<file path="src/iap_flash_map.svh">
// offsets, field positions, reset values and timing counts of the flash
// programming sequencer; included by the package and both ends
// How it works
// - 64-word buffer maps one page
// - low then high data loads word
// - buffer address saturates at last word
// - op 001, clear, trigger: erase page
// - op 000, trigger: program buffer to flash
// - time select picks erase/write duration
// - cpu stalled while erase or write runs
// - erase and write need unlock status
// - erase clears only the tagged words of a page
// - write programs whole buffer as page
// - failed verify: clear, reload, rewrite
// - op 011 plus enable plus trigger reads
// - read trigger drops after three instructions
// - reads work without unlock
// - clearing unlock status blocks erase, write
// - software runs fastest clock while programming
// - low write stores; high write loads, increments
// - hardware sets unlock status on success
// - high data writes tag erase addresses
`ifndef IAP_FLASH_MAP_SVH
`define IAP_FLASH_MAP_SVH
`define IAP_PAGE_WORDS 64
`define IAP_IDX_W 6
`define IAP_ADDR_W 15
`define IAP_OP_WRITE 3'h0
`define IAP_OP_ERASE 3'h1
`define IAP_OP_READ 3'h3
`define IAP_C0_RDEN 3
`define IAP_C0_UNLOCK 4
`define IAP_C0_RDTRIG 5
`define IAP_C0_PTRIG 6
`define IAP_C2_TSEL 0
`define IAP_C2_BUFCLR 1
`define IAP_REG_RESET 8'h00
`define IAP_CLK_NS 10
`define IAP_EW_SHORT_US 2000
`define IAP_EW_LONG_US 4000
`define IAP_RD_INSTR 3
`define IAP_INSTR_CLKS 4
`define IAP_RD_CYCLES (`IAP_RD_INSTR * `IAP_INSTR_CLKS)
`endif

</file>
<file path="src/iap_flash_pkg.sv">
// types shared by the sequencer ends and the link interface
// assumes iap_flash_map.svh is on the include path
`include "iap_flash_map.svh"
package iap_flash_pkg;
    typedef enum logic [2:0] {SEL_CTRL0, SEL_CTRL2, SEL_ADDR_LO, SEL_ADDR_HI,
        SEL_DATA_LO, SEL_DATA_HI} reg_sel_t;
    typedef enum logic [1:0] {DEV_IDLE, DEV_STREAM, DEV_TIMED, DEV_READ} dev_state_t;
    typedef enum logic [2:0] {CMD_SET_ADDR, CMD_LOAD_WORD, CMD_CLEAR, CMD_ERASE,
        CMD_WRITE, CMD_READ, CMD_LOCK} host_cmd_t;
    typedef enum logic [1:0] {H_IDLE, H_ISSUE, H_WAIT} host_state_t;
    typedef struct packed {
        reg_sel_t sel;
        logic [7:0] wdata;
        logic last;
    } host_item_t;
    typedef struct packed {
        dev_state_t st;
        logic [2:0] op;
        logic rden;
        logic unlock;
        logic rtrig;
        logic ptrig;
        logic tsel;
        logic [`IAP_ADDR_W-1:0] addr;
        logic [7:0] dlo;
        logic [7:0] dhi;
        logic [`IAP_PAGE_WORDS-1:0] tag;
        logic [`IAP_PAGE_WORDS-1:0][15:0] wbuf;
        logic [`IAP_IDX_W-1:0] idx;
        logic fl_wr;
        logic fl_er;
        logic fl_rd;
        logic cap;
        logic [`IAP_ADDR_W-1:0] fl_addr;
        logic [15:0] fl_wdata;
    } dev_reg_t;
    typedef struct packed {
        host_state_t st;
        host_cmd_t cmd;
        logic [`IAP_ADDR_W-1:0] addr;
        logic [15:0] data;
        logic tsel;
        logic [1:0] step;
        logic reg_wr;
        reg_sel_t sel;
        logic [7:0] wdata;
        logic rsp_v;
        logic [15:0] rsp_d;
    } host_reg_t;
endpackage

</file>
<file path="src/iap_link_if.sv">
// register link between the cpu-side master and the flash sequencer
// both ends run on one clock; write strobes are one-cycle pulses
`include "iap_flash_map.svh"
interface iap_link_if;
    logic reg_wr;
    iap_flash_pkg::reg_sel_t reg_sel;
    logic [7:0] reg_wdata;
    logic [7:0] ctrl0_rd;
    logic [7:0] ctrl2_rd;
    logic [`IAP_ADDR_W-1:0] addr_rd;
    logic [15:0] data_rd;
    logic stall;
    modport dev (input reg_wr, reg_sel, reg_wdata,
        output ctrl0_rd, ctrl2_rd, addr_rd, data_rd, stall);
    modport host (output reg_wr, reg_sel, reg_wdata,
        input ctrl0_rd, ctrl2_rd, addr_rd, data_rd, stall);
endinterface

</file>
<file path="src/iap_cycle_timer.sv">
// down-counter timing erase, write and read durations
// value_i is sampled on load_i; done_o pulses after value_i cycles
module iap_cycle_timer #(
    parameter int unsigned W = 20
) (
    input wire logic clk_sys_i,
    input wire logic rstn_i,
    input wire logic load_i,
    input wire logic [W-1:0] value_i,
    output logic done_o
);
    typedef struct packed {
        logic [W-1:0] cnt;
    } tmr_reg_t;
    tmr_reg_t q;
    tmr_reg_t d;

    // load wins; otherwise count down to zero and rest there
    always_comb begin
        d = q;
        if (load_i) begin
            d.cnt = value_i;
        end else if (q.cnt != '0) begin
            d.cnt = q.cnt - W'(1);
        end
    end

    always_ff @(posedge clk_sys_i or negedge rstn_i) begin
        if (!rstn_i) begin
            q <= '0;
        end else begin
            q <= d;
        end
    end

    assign done_o = (q.cnt == W'(1));
endmodule

</file>
<file path="src/iap_flash_dev.sv">
// flash programming sequencer, device end: control, address and data
// registers, 64-word page buffer, erase/write/read sequencing
// assumes a flash macro on clk_sys_i whose read data follows rd by one cycle
// assumes unlock_done_i comes from unlock logic on the same clock
// limitation: writes sent while stalled are lost, except a lock
`include "iap_flash_map.svh"
module iap_flash_dev #(
    parameter int unsigned EW_SHORT_CYCLES = (`IAP_EW_SHORT_US * 1000) / `IAP_CLK_NS,
    parameter int unsigned EW_LONG_CYCLES = (`IAP_EW_LONG_US * 1000) / `IAP_CLK_NS,
    parameter int unsigned TIMER_W = 20
) (
    input wire logic clk_sys_i,
    input wire logic rstn_i,
    iap_link_if.dev link,
    input wire logic unlock_done_i,
    output logic flash_erase_o,
    output logic flash_wr_o,
    output logic flash_rd_o,
    output logic [`IAP_ADDR_W-1:0] flash_addr_o,
    output logic [15:0] flash_wdata_o,
    output logic [`IAP_PAGE_WORDS-1:0] flash_tag_o,
    input wire logic [15:0] flash_rdata_i
);
    // constants sized to the fields they meet
    localparam logic [`IAP_IDX_W-1:0] LAST_IDX = `IAP_IDX_W'(`IAP_PAGE_WORDS - 1);
    localparam logic [TIMER_W-1:0] RD_CYC = TIMER_W'(`IAP_RD_CYCLES);
    localparam logic [TIMER_W-1:0] EW_SHORT = TIMER_W'(EW_SHORT_CYCLES);
    localparam logic [TIMER_W-1:0] EW_LONG = TIMER_W'(EW_LONG_CYCLES);

    // the timer must hold the longest count and no count may be zero
    if (EW_SHORT_CYCLES < 1 || EW_LONG_CYCLES < 1 || `IAP_RD_CYCLES < 1 ||
        EW_SHORT_CYCLES >= (64'd1 << TIMER_W) || EW_LONG_CYCLES >= (64'd1 << TIMER_W)) begin
        $error("iap_flash_dev: timer width too small or zero count");
    end

    // the index must span the page exactly, or saturation lands wrong
    if (`IAP_PAGE_WORDS != (1 << `IAP_IDX_W)) begin
        $error("iap_flash_dev: page size and index width disagree");
    end

    // all sequencer state in one struct register
    iap_flash_pkg::dev_reg_t q;
    iap_flash_pkg::dev_reg_t d;
    logic tmr_load;
    logic [TIMER_W-1:0] tmr_val;
    logic tmr_done;
    logic [2:0] w_op;
    logic [`IAP_IDX_W-1:0] widx;

    // one shared timer: erase/write windows and the read window never overlap
    iap_cycle_timer #(
        .W(TIMER_W)
    ) u_timer (
        .clk_sys_i(clk_sys_i),
        .rstn_i(rstn_i),
        .load_i(tmr_load),
        .value_i(tmr_val),
        .done_o(tmr_done)
    );

    // op field and buffer index, shared by the case arms
    assign w_op = link.reg_wdata[2:0];
    assign widx = q.addr[`IAP_IDX_W-1:0];

    // next-state logic of the whole sequencer
    always_comb begin
        d = q;
        d.fl_wr = 1'b0;
        d.fl_er = 1'b0;
        d.fl_rd = 1'b0;
        d.cap = q.fl_rd;
        tmr_load = 1'b0;
        tmr_val = q.tsel ? EW_LONG : EW_SHORT;
        // read data arrives one cycle after the read strobe
        if (q.cap) begin
            d.dlo = flash_rdata_i[7:0];
            d.dhi = flash_rdata_i[15:8];
        end
        unique case (q.st)
            iap_flash_pkg::DEV_IDLE: begin
                // register writes are taken only while idle, except a lock; the cpu is stalled otherwise
                if (link.reg_wr) begin
                    unique case (link.reg_sel)
                        iap_flash_pkg::SEL_CTRL0: begin
                            d.op = w_op;
                            d.rden = link.reg_wdata[`IAP_C0_RDEN];
                            // a trigger refused by the lock simply never sets
                            if (link.reg_wdata[`IAP_C0_PTRIG] && q.unlock) begin
                                if (w_op == `IAP_OP_ERASE) begin
                                    d.ptrig = 1'b1;
                                    d.fl_er = 1'b1;
                                    d.fl_addr = {q.addr[`IAP_ADDR_W-1:`IAP_IDX_W],
                                        `IAP_IDX_W'(0)};
                                    tmr_load = 1'b1;
                                    d.st = iap_flash_pkg::DEV_TIMED;
                                end else if (w_op == `IAP_OP_WRITE) begin
                                    d.ptrig = 1'b1;
                                    d.idx = '0;
                                    d.st = iap_flash_pkg::DEV_STREAM;
                                end
                            end else if (link.reg_wdata[`IAP_C0_RDTRIG] &&
                                w_op == `IAP_OP_READ && link.reg_wdata[`IAP_C0_RDEN]) begin
                                // no unlock check here on purpose
                                d.rtrig = 1'b1;
                                d.fl_rd = 1'b1;
                                d.fl_addr = q.addr;
                                tmr_load = 1'b1;
                                tmr_val = RD_CYC;
                                d.st = iap_flash_pkg::DEV_READ;
                            end
                        end
                        iap_flash_pkg::SEL_CTRL2: begin
                            d.tsel = link.reg_wdata[`IAP_C2_TSEL];
                            // clear strobe is not stored: it reads back as zero
                            if (link.reg_wdata[`IAP_C2_BUFCLR]) begin
                                d.wbuf = '0;
                                // tags survive: the erase that follows needs them
                                d.addr[`IAP_IDX_W-1:0] = '0;
                            end
                        end
                        iap_flash_pkg::SEL_ADDR_LO: begin
                            d.addr[7:0] = link.reg_wdata;
                        end
                        iap_flash_pkg::SEL_ADDR_HI: begin
                            // only seven address bits sit in the high byte
                            d.addr[`IAP_ADDR_W-1:8] = link.reg_wdata[`IAP_ADDR_W-9:0];
                        end
                        iap_flash_pkg::SEL_DATA_LO: begin
                            // held only; the buffer is untouched
                            d.dlo = link.reg_wdata;
                        end
                        iap_flash_pkg::SEL_DATA_HI: begin
                            // the high byte commits the word and tags it
                            d.dhi = link.reg_wdata;
                            d.wbuf[widx] = {link.reg_wdata, q.dlo};
                            d.tag[widx] = 1'b1;
                            // stays on the last word of the page
                            if (widx != LAST_IDX) begin
                                d.addr = q.addr + `IAP_ADDR_W'(1);
                            end
                        end
                    endcase
                end
            end
            iap_flash_pkg::DEV_STREAM: begin
                // the whole buffer goes out as one page, one word per cycle
                d.fl_wr = 1'b1;
                d.fl_addr = {q.addr[`IAP_ADDR_W-1:`IAP_IDX_W], q.idx};
                d.fl_wdata = q.wbuf[q.idx];
                d.idx = q.idx + `IAP_IDX_W'(1);
                if (q.idx == LAST_IDX) begin
                    // window starts in the same cycle the last word goes out
                    tmr_load = 1'b1;
                    d.st = iap_flash_pkg::DEV_TIMED;
                end
            end
            iap_flash_pkg::DEV_TIMED: begin
                // trigger and stall stand until the window runs out
                if (tmr_done) begin
                    d.ptrig = 1'b0;
                    d.st = iap_flash_pkg::DEV_IDLE;
                    // tags are spent once their page is erased
                    if (q.op == `IAP_OP_ERASE) begin
                        d.tag = '0;
                    end
                end
            end
            iap_flash_pkg::DEV_READ: begin
                // fixed read window; the time select does not apply
                if (tmr_done) begin
                    d.rtrig = 1'b0;
                    d.st = iap_flash_pkg::DEV_IDLE;
                end
            end
        endcase
        // writing zero to the unlock bit locks; hardware success wins the same cycle
        // a lock is taken even while the cpu is stalled
        if (link.reg_wr && link.reg_sel == iap_flash_pkg::SEL_CTRL0 &&
            !link.reg_wdata[`IAP_C0_UNLOCK]) begin
            d.unlock = 1'b0;
        end
        if (unlock_done_i) begin
            d.unlock = 1'b1;
        end
    end

    // reset clears every field, so all flags start low
    always_ff @(posedge clk_sys_i or negedge rstn_i) begin
        if (!rstn_i) begin
            q <= '0;
        end else begin
            q <= d;
        end
    end

    // readback and flash strobes all come from state flip-flops
    assign link.ctrl0_rd = {1'b0, q.ptrig, q.rtrig, q.unlock, q.rden, q.op};
    assign link.ctrl2_rd = {7'h00, q.tsel};
    assign link.addr_rd = q.addr;
    assign link.data_rd = {q.dhi, q.dlo};
    assign link.stall = (q.st != iap_flash_pkg::DEV_IDLE);

    // flash macro strobes, address and data
    assign flash_erase_o = q.fl_er;
    assign flash_wr_o = q.fl_wr;
    assign flash_rd_o = q.fl_rd;
    assign flash_addr_o = q.fl_addr;
    assign flash_wdata_o = q.fl_wdata;
    assign flash_tag_o = q.tag;
endmodule

</file>
<file path="src/flat_wrapper.sv">
// flat-port wrapper written by rule: the top's interface ports become plain ports
module iap_flash_dev_flat 
#(
    parameter int unsigned EW_SHORT_CYCLES = (`IAP_EW_SHORT_US * 1000) / `IAP_CLK_NS,
    parameter int unsigned EW_LONG_CYCLES = (`IAP_EW_LONG_US * 1000) / `IAP_CLK_NS,
    parameter int unsigned TIMER_W = 20
)
  (clk_sys_i, rstn_i, unlock_done_i, flash_erase_o, flash_wr_o, flash_rd_o, flash_addr_o, flash_wdata_o, flash_tag_o, flash_rdata_i, link_reg_wr, link_reg_sel, link_reg_wdata, link_ctrl0_rd, link_ctrl2_rd, link_addr_rd, link_data_rd, link_stall);
  iap_link_if link_i ();
  input wire logic clk_sys_i;
  input wire logic rstn_i;
  input wire logic unlock_done_i;
  output logic flash_erase_o;
  output logic flash_wr_o;
  output logic flash_rd_o;
  output logic [`IAP_ADDR_W-1:0] flash_addr_o;
  output logic [15:0] flash_wdata_o;
  output logic [`IAP_PAGE_WORDS-1:0] flash_tag_o;
  input wire logic [15:0] flash_rdata_i;
  input wire logic [$bits(link_i.reg_wr)-1:0] link_reg_wr;
  input wire logic [$bits(link_i.reg_sel)-1:0] link_reg_sel;
  input wire logic [$bits(link_i.reg_wdata)-1:0] link_reg_wdata;
  output wire logic [$bits(link_i.ctrl0_rd)-1:0] link_ctrl0_rd;
  output wire logic [$bits(link_i.ctrl2_rd)-1:0] link_ctrl2_rd;
  output wire logic [$bits(link_i.addr_rd)-1:0] link_addr_rd;
  output wire logic [$bits(link_i.data_rd)-1:0] link_data_rd;
  output wire logic [$bits(link_i.stall)-1:0] link_stall;
  assign link_i.reg_wr = link_reg_wr;
  assign link_i.reg_sel = link_reg_sel;
  assign link_i.reg_wdata = link_reg_wdata;
  assign link_ctrl0_rd = link_i.ctrl0_rd;
  assign link_ctrl2_rd = link_i.ctrl2_rd;
  assign link_addr_rd = link_i.addr_rd;
  assign link_data_rd = link_i.data_rd;
  assign link_stall = link_i.stall;
  iap_flash_dev #(.EW_SHORT_CYCLES(EW_SHORT_CYCLES), .EW_LONG_CYCLES(EW_LONG_CYCLES), .TIMER_W(TIMER_W)) u_core (.clk_sys_i(clk_sys_i), .rstn_i(rstn_i), .link(link_i), .unlock_done_i(unlock_done_i), .flash_erase_o(flash_erase_o), .flash_wr_o(flash_wr_o), .flash_rd_o(flash_rd_o), .flash_addr_o(flash_addr_o), .flash_wdata_o(flash_wdata_o), .flash_tag_o(flash_tag_o), .flash_rdata_i(flash_rdata_i));
endmodule
</file>
<file path="config.mk">
export PLATFORM = sky130hd
export DESIGN_NAME = iap_flash_dev_flat
export DESIGN_NICKNAME = d
export VERILOG_FILES = /design/src/iap_flash_pkg.sv /design/src/iap_link_if.sv /design/src/iap_cycle_timer.sv /design/src/iap_flash_dev.sv /design/src/flat_wrapper.sv
export VERILOG_INCLUDE_DIRS = /design/src
export SDC_FILE = /design/constraint.sdc
export NUM_CORES = 2
export LEC_CHECK = 0
export ABC_AREA = 1
export BUFFER_PORTS_ARGS = -buffer_cell sky130_fd_sc_hd__buf_2
export CAP_MARGIN = 20
export CORE_MARGIN = 2
export CORE_UTILIZATION = 32
export CTS_CLUSTER_DIAMETER = 150
export DETAILED_ROUTE_END_ITERATION = 7
export PLACE_DENSITY = 0.5
export SETUP_SLACK_MARGIN = 0.1
export SLEW_MARGIN = 20
export SYNTH_ARGS = -nofsm -noshare
export SYNTH_HDL_FRONTEND = slang
export SYNTH_HIERARCHICAL = 1
export SYNTH_SLANG_ARGS = --single-unit
</file>
<file path="constraint.sdc">
create_clock -name clk_sys_i -period 2.9 [get_ports clk_sys_i]
set_input_delay 0 -clock clk_sys_i [delete_from_list [all_inputs] [get_ports clk_sys_i]]
set_output_delay 0 -clock clk_sys_i [all_outputs]
set_load 0.01 [all_outputs]
</file>
# Yosys cells after proc, flatten, opt, wreduce, memory -nomap -nowiden
# Index checks and enable logic that the tools add are counted.
# W data, S select, Z words.
[word_totals]
input_bits = 31
word_cells = 234
regBits = 1190
out_inout_bits = 146
[classes]
n_reduce_logical = 34
n_addsub = 3
n_bitwise = 1
n_lt_le_gt_ge = 3
eq_ne = 33
n_mux = 75
[op_table]
columns = ["op", "n"]
rows = [
  ["$pmux W1024 S2", 1],
  ["$mux W1128", 1],
  ["$bwmux W1024", 1],
  ["$mux W1024", 1],
  ["$mux W20", 7],
  ["$mux W64", 2],
  ["$pmux W64 S2", 1],
  ["$bmux W16 S6", 1],
  ["$demux W16 S6", 1],
  ["$mux W15", 6],
  ["$mux W72", 1],
  ["$mux W16", 4],
  ["$or A64 B64 Y64", 1],
  ["$mux W6", 7],
  ["$pmux W15 S2", 1],
  ["$reduce_and A6 Y1", 4],
  ["$eq A20 B1 Y1 const B", 1],
  ["$mux W2", 10],
  ["$ne A2 B1 Y1 const B", 10],
  ["$reduce_bool A20 Y1", 1],
  ["$sub A20 B1 Y20 const B", 1],
  ["$mux W1", 19],
  ["$mux W19", 1],
  ["$pmux W6 S3", 1],
  ["other kinds (32)", 65],
]

# Longest topological paths before layout
[depth]
word_depth = 9
mapped_depth = 21
ltp_nobuf = 19

# Hierarchy
# Netlist, hierarchy kept.
[modules_own_cells]
columns = ["module", "n_inst", "area_each_um2", "cells_per_inst"]
rows = [
  ["iap_flash_dev", 1, 56733.2, 7098],
  ["iap_cycle_timer", 1, 1505.2, 225],
]

# Worst setup path before layout
# No wires, ideal clock.
[synth_path]
kind = "register to register"
start = "register u_core/q[37] (netlist bit)"
end = "register u_core/u_timer/q[16] (netlist bit)"
n_path_buf = 4
path_stages_with_launch = 15
synth_period_minus_slack_ps = 2320
arrival_ps = 2206
path_slack_ps = 580
cell_sequence = "dfrtp_1 clkbuf_1 nand2_1 inv_1 clkbuf_1 nand3_1 o21ai_0 o2111ai_1 nor2_1 buf_4 inv_1 buf_4 or2_2 nand3_1 inv_1"
[synth_between]
elab_chain_cells = 4
[synth_rtl]
columns = ["element", "line_no", "source"]
rows = [
  ["start: declaration", "iap_flash_dev.sv:42", "iap_flash_pkg::dev_reg_t q;"],
  ["start signal: assignment", "iap_flash_dev.sv:190", "q <= '0;"],
  ["start signal: assignment", "iap_flash_dev.sv:192", "q <= d;"],
  ["$eq A6 B6 Y1 *", "iap_flash_dev.sv:151", "if (q.idx == LAST_IDX) begin"],
  ["$mux W1 *", "iap_flash_dev.sv:151", ""],
  ["$pmux W1 S2 *", "iap_flash_dev.sv:79", "unique case (q.st)"],
  ["via u_core.tmr_load", "iap_flash_dev.sv:44", "logic tmr_load;"],
  ["$mux W20 or $reduce_bool A2 Y1 (tied branches)", "--", ""],
  ["end signal: assignment", "iap_cycle_timer.sv:30", "q <= '0;"],
  ["end signal: assignment", "iap_cycle_timer.sv:32", "q <= d;"],
  ["end: declaration", "iap_cycle_timer.sv:15", "tmr_reg_t q;"],
]
# Mark *: on every way through the listed nets, which the timed path passes. The rest lies on a longest branch.
# A chain may end at the register's enable or synchronous reset.

# Worst setup path in the final report
[layout_path]
start = "register u_core/u_timer/q[2] (netlist bit)"
end = "register u_core/u_timer/q[5] (netlist bit)"
[layout_between]
elab_chain_cells = 3
[layout_rtl]
columns = ["element", "line_no", "source"]
rows = [
  ["$sub A20 B1 Y20", "iap_cycle_timer.sv:24", "d.cnt = q.cnt - W'(1);"],
  ["$mux W20", "iap_cycle_timer.sv:23", "end else if (q.cnt != '0) begin"],
  ["$mux W20", "iap_cycle_timer.sv:21", "if (load_i) begin"],
]
# Several ways; a longest one is shown, not always the timed one. The select of a mux whose other input is x is not followed.

==> qor.txt <==
Count of standard-cell rows: 156
Worst-case register-to-register setup slack: 0.27 ns
Pin count of the biggest net entering global routing: 160
Slowest cell on crit path: sky130_fd_sc_hd__dfrtp_1
Final worst path period need: 2.63 ns
Hold violation count in the final report: 0
Share of post-route cells with drive strength above 1: 0.116
Family of cells with the greatest summed delay on the critical path: simple AND/OR/NAND/NOR gates
Placed Instances: 9359
Critical Path End Type: flop
Maximum operating frequency: 380 MHz
Clock Tree Buf Depth: 3
First-pass GRT wire length: 326000 um
Non-Filler Instances: 9669
Nets: 7235
Run status: finished, final reports clean
Overall die width: 431 um
Residual overflow from global routing: 0
Area growth from synthesis to layout: 15.7%
Starting utilization of the core area: 0.322
Detailed Routing Iterations Pass 1: 6
Global-route track usage on met1: 0.331
Initial antenna violation count: 6
Buffers and inverters on the worst path: 6
Final worst-path cycle share: 0.907
GPL Wtd Cong: 0.858
Data arrival at the endpoint of the critical path: 3.35 ns
Hold Path Stages: 6
Setup skew after layout: 0.0291 ns
Clock root cell: sky130_fd_sc_hd__clkbuf_16
Iter 0 DRT Violations: 5433
Via density: 5.33
Post-DP HPWL: 128000 um
Number of warnings reported in the yosys synthesis log: 6
Number of global-route vias before repair: 49300
Leakage Power: 31.1 nW
Number of distinct library cells after synthesis: 40
GRT Max-Usage Layer: met2
Worst-path maximum fanout: 14
Area inside the core boundary: 181000 um2
Largest cells by area after synthesis: sky130_fd_sc_hd__dfrtp_1 51%, sky130_fd_sc_hd__nand2_1 9.3%, sky130_fd_sc_hd__a21oi_1 8.5%, sky130_fd_sc_hd__o21ai_0 8.2%, sky130_fd_sc_hd__nand3_1 6.9%
Number of top-level pins: 177
Required time of the critical path: 3.62 ns
Max-cap check violation count: 0
Routed via count: 51500
Register area: 29800 um2
Source-to-sink clock delay at the later pin of the worst-skew pair: 0.80 ns
Most common cell after layout, fill and taps aside: sky130_fd_sc_hd__nand2_1
Stages on the worst setup path: 18
Total Negative Setup Slacks: 0 ns
Worst R2R Path Depth: 18
WL/cell: 22.1 um
Post-detailed-route DRC marker count: 0
Setup repair after global routing missed its margin: false
Clock Sinks: 1190
Level count of the clock H-tree: 4
Inserted Clock Buffers: 139
Multi-input logic area: 23500 um2
Peak supply drop: 0.922 mV
Total detailed-routing wirelength: 214000 um
Worst setup path category: reg2reg
TritonCTS clock tree: done
Clk pin slew, worst setup/hold paths: 0.05 ns
Top library cells by usage in the layout, fill and taps aside: 1445 x sky130_fd_sc_hd__nand2_1, 1186 x sky130_fd_sc_hd__dfrtp_1, 989 x sky130_fd_sc_hd__a21oi_1, 957 x sky130_fd_sc_hd__o21ai_0, 801 x sky130_fd_sc_hd__nand3_1
Number of synthesized register bits: 1190
Sequential share of the synthesized area: 0.511
Stage delay of the slowest cell on the critical path: 0.42 ns
Total global routing track utilization: 0.228
P per Cell Area: 883 nW/um2
Fill cells: 18600
Share of Yosys cell area claimed by the top area cell type: 0.511
Met2 Use GR: 0.349
Slew @ Worst Pin: 1.18 ns
Worst-case headroom to the max-slew limit: 0.211
Mapped Area: 58200 um2
Mapped Cells: 7323
Total setup violations reported at the end of the flow: 0
Final antenna-violating net count: 0
Post-synthesis cell type with the largest combined area: sky130_fd_sc_hd__dfrtp_1
Final Slew Violations: 0
Post-Syn Area per Cell: 7.95 um2
Met3 track demand over resource in global routing: 0.0365
CP Launch Type: flop
CP Cell Sequence: nor2_2 -> nand2_1 -> inv_2 -> nand2_1 -> nor2_2 -> inv_1 -> nor2_4 -> nor2_1 -> a21oi_1 -> o2111ai_2 -> nor2_2 -> buf_4 -> clkinvlp_4 -> buf_4 -> buf_4 -> o211ai_1 -> o21ai_0 -> nor2_1
Port Buffers: 168
Vertical die dimension: 431 um
Overall die area: 185000 um2
Path class of the lowest-slack min-delay path: in2reg
## layout make-up
| cell class | instances | share of cell area |
|---|---|---|
| Timing Repair Buffer | 541 | 0.0763 |
| Tap cell | 2370 | 0.0440 |
| Multi-Input combinational cell | 4966 | 0.348 |
| Clock buffer | 201 | 0.0611 |
| Sequential cell | 1190 | 0.442 |
| Antenna cell | 3 | 0.000111 |
| Inverter | 361 | 0.0205 |
| Clock inverter | 37 | 0.00752 |
## cells in the mapped netlist, drive strengths merged
master and number:
mux2i 8, a211oi 160, o211ai 17, nand3b 3, a31oi 6, or2 16, dfrtp 1190, a21oi 989
xor2 4, clkinv 8, buf 321, nor2 443, clkbuf 500, inv 353, o21bai 1, nand2 1453
o22a 1, conb 1, xnor2 2, nor3 13, nand4 9, o21ai 1006, ha 5, nand3 805
o22ai 7, o21a 1, o2111ai 1
## layer usage
layer / vias up / wire, um
met4: 0 / 5380
li1: 24100 / -
met1: 25400 / 99400
met5: - / 0
met2: 1765 / 95500
met3: 267 / 13700
## where the power goes
| part | switching [mW] | total (mW) | internal, mW | leakage, nW |
|---|---|---|---|---|
| Sequential | 1.29 | 19.8 | 18.5 | 16.2 |
| Combinational | 15.4 | 21.7 | 6.30 | 12.6 |
| Clock | 7.28 | 18.0 | 10.7 | 2.27 |
| Total | 23.9 | 59.5 | 35.5 | 31.1 |
## through the flow
step                      total power [mW]  cell area (um2)  hold slack, ns  utilization  setup WS (ns)
final                                 59.5            67400           0.203        0.373          0.270
after global routing                  62.4            67400           0.227        0.373         0.0963
after CTS                             59.7            67300           0.163        0.372          0.101
after detailed placement              41.3            62000          0.0300        0.343          0.129
after global placement                41.3            62000          0.0369        0.343          0.131
after floorplan                       31.8            58300          -0.296            -          0.580
## worst register-to-register path, delay by kind of cell, from the launching register on
kind,cells,cell delay (ns)
compound gates,4,0.54
buf+inv,6,0.71
flops,1,0.42
simple gates,8,0.88
## worst paths after layout
path | from | to
max | u_core/u_timer/q[2]$_DFFE_PN0P_ | u_core/u_timer/q[5]$_DFFE_PN0P_
min | flash_rdata_i[7] | u_core/link.data_rd[7]$_DFF_PN0_
max reg2reg | u_core/u_timer/q[2]$_DFFE_PN0P_ | u_core/u_timer/q[5]$_DFFE_PN0P_
min reg2reg | u_core/flash_rd_o$_DFF_PN0_ | u_core/q[31]$_DFF_PN0_
max in group asynchronous | rstn_i | u_core/q[942]$_DFFE_PN0P_
min in group asynchronous | rstn_i | u_core/q[203]$_DFFE_PN0P_
## sequential cells by signal, summed over array words and instances, names as in the netlist
| register | flops |
|---|---|
| u_core/link.ctrl2_rd | 1 |
| u_core/flash_tag_o | 64 |
| u_core/q | 1033 |
| u_core/link.data_rd | 16 |
| u_core/link.ctrl0_rd | 7 |
| u_core/flash_rd_o | 1 |
| u_core/flash_addr_o | 15 |
| u_core/flash_erase_o | 1 |
| u_core/flash_wdata_o | 16 |
| u_core/link.addr_rd | 15 |
| u_core/flash_wr_o | 1 |
| u_core/u_timer/q | 20 |
## timing repair
action / CTS / global route
gates resized for setup: 0 / 7
hold endpoints to repair: 1387 / 0
buffers inserted: 0 / 8
hold buffers: 61 / 0
endpoints found under the setup margin: 0 / 17
## cells by family after synthesis
family | count (synthesis) | share of synthesized area
simple gates | 2742 | 0.199
compound gates | 2189 | 0.197
flops | 1190 | 0.511
buf+inv | 1182 | 0.0894
mux | 8 | 0.00138
xor+xnor | 6 | 0.000902
fa+ha+maj | 5 | 0.00107
other cells | 1 | 0.0000644
Power figures use the tool's default switching activity.
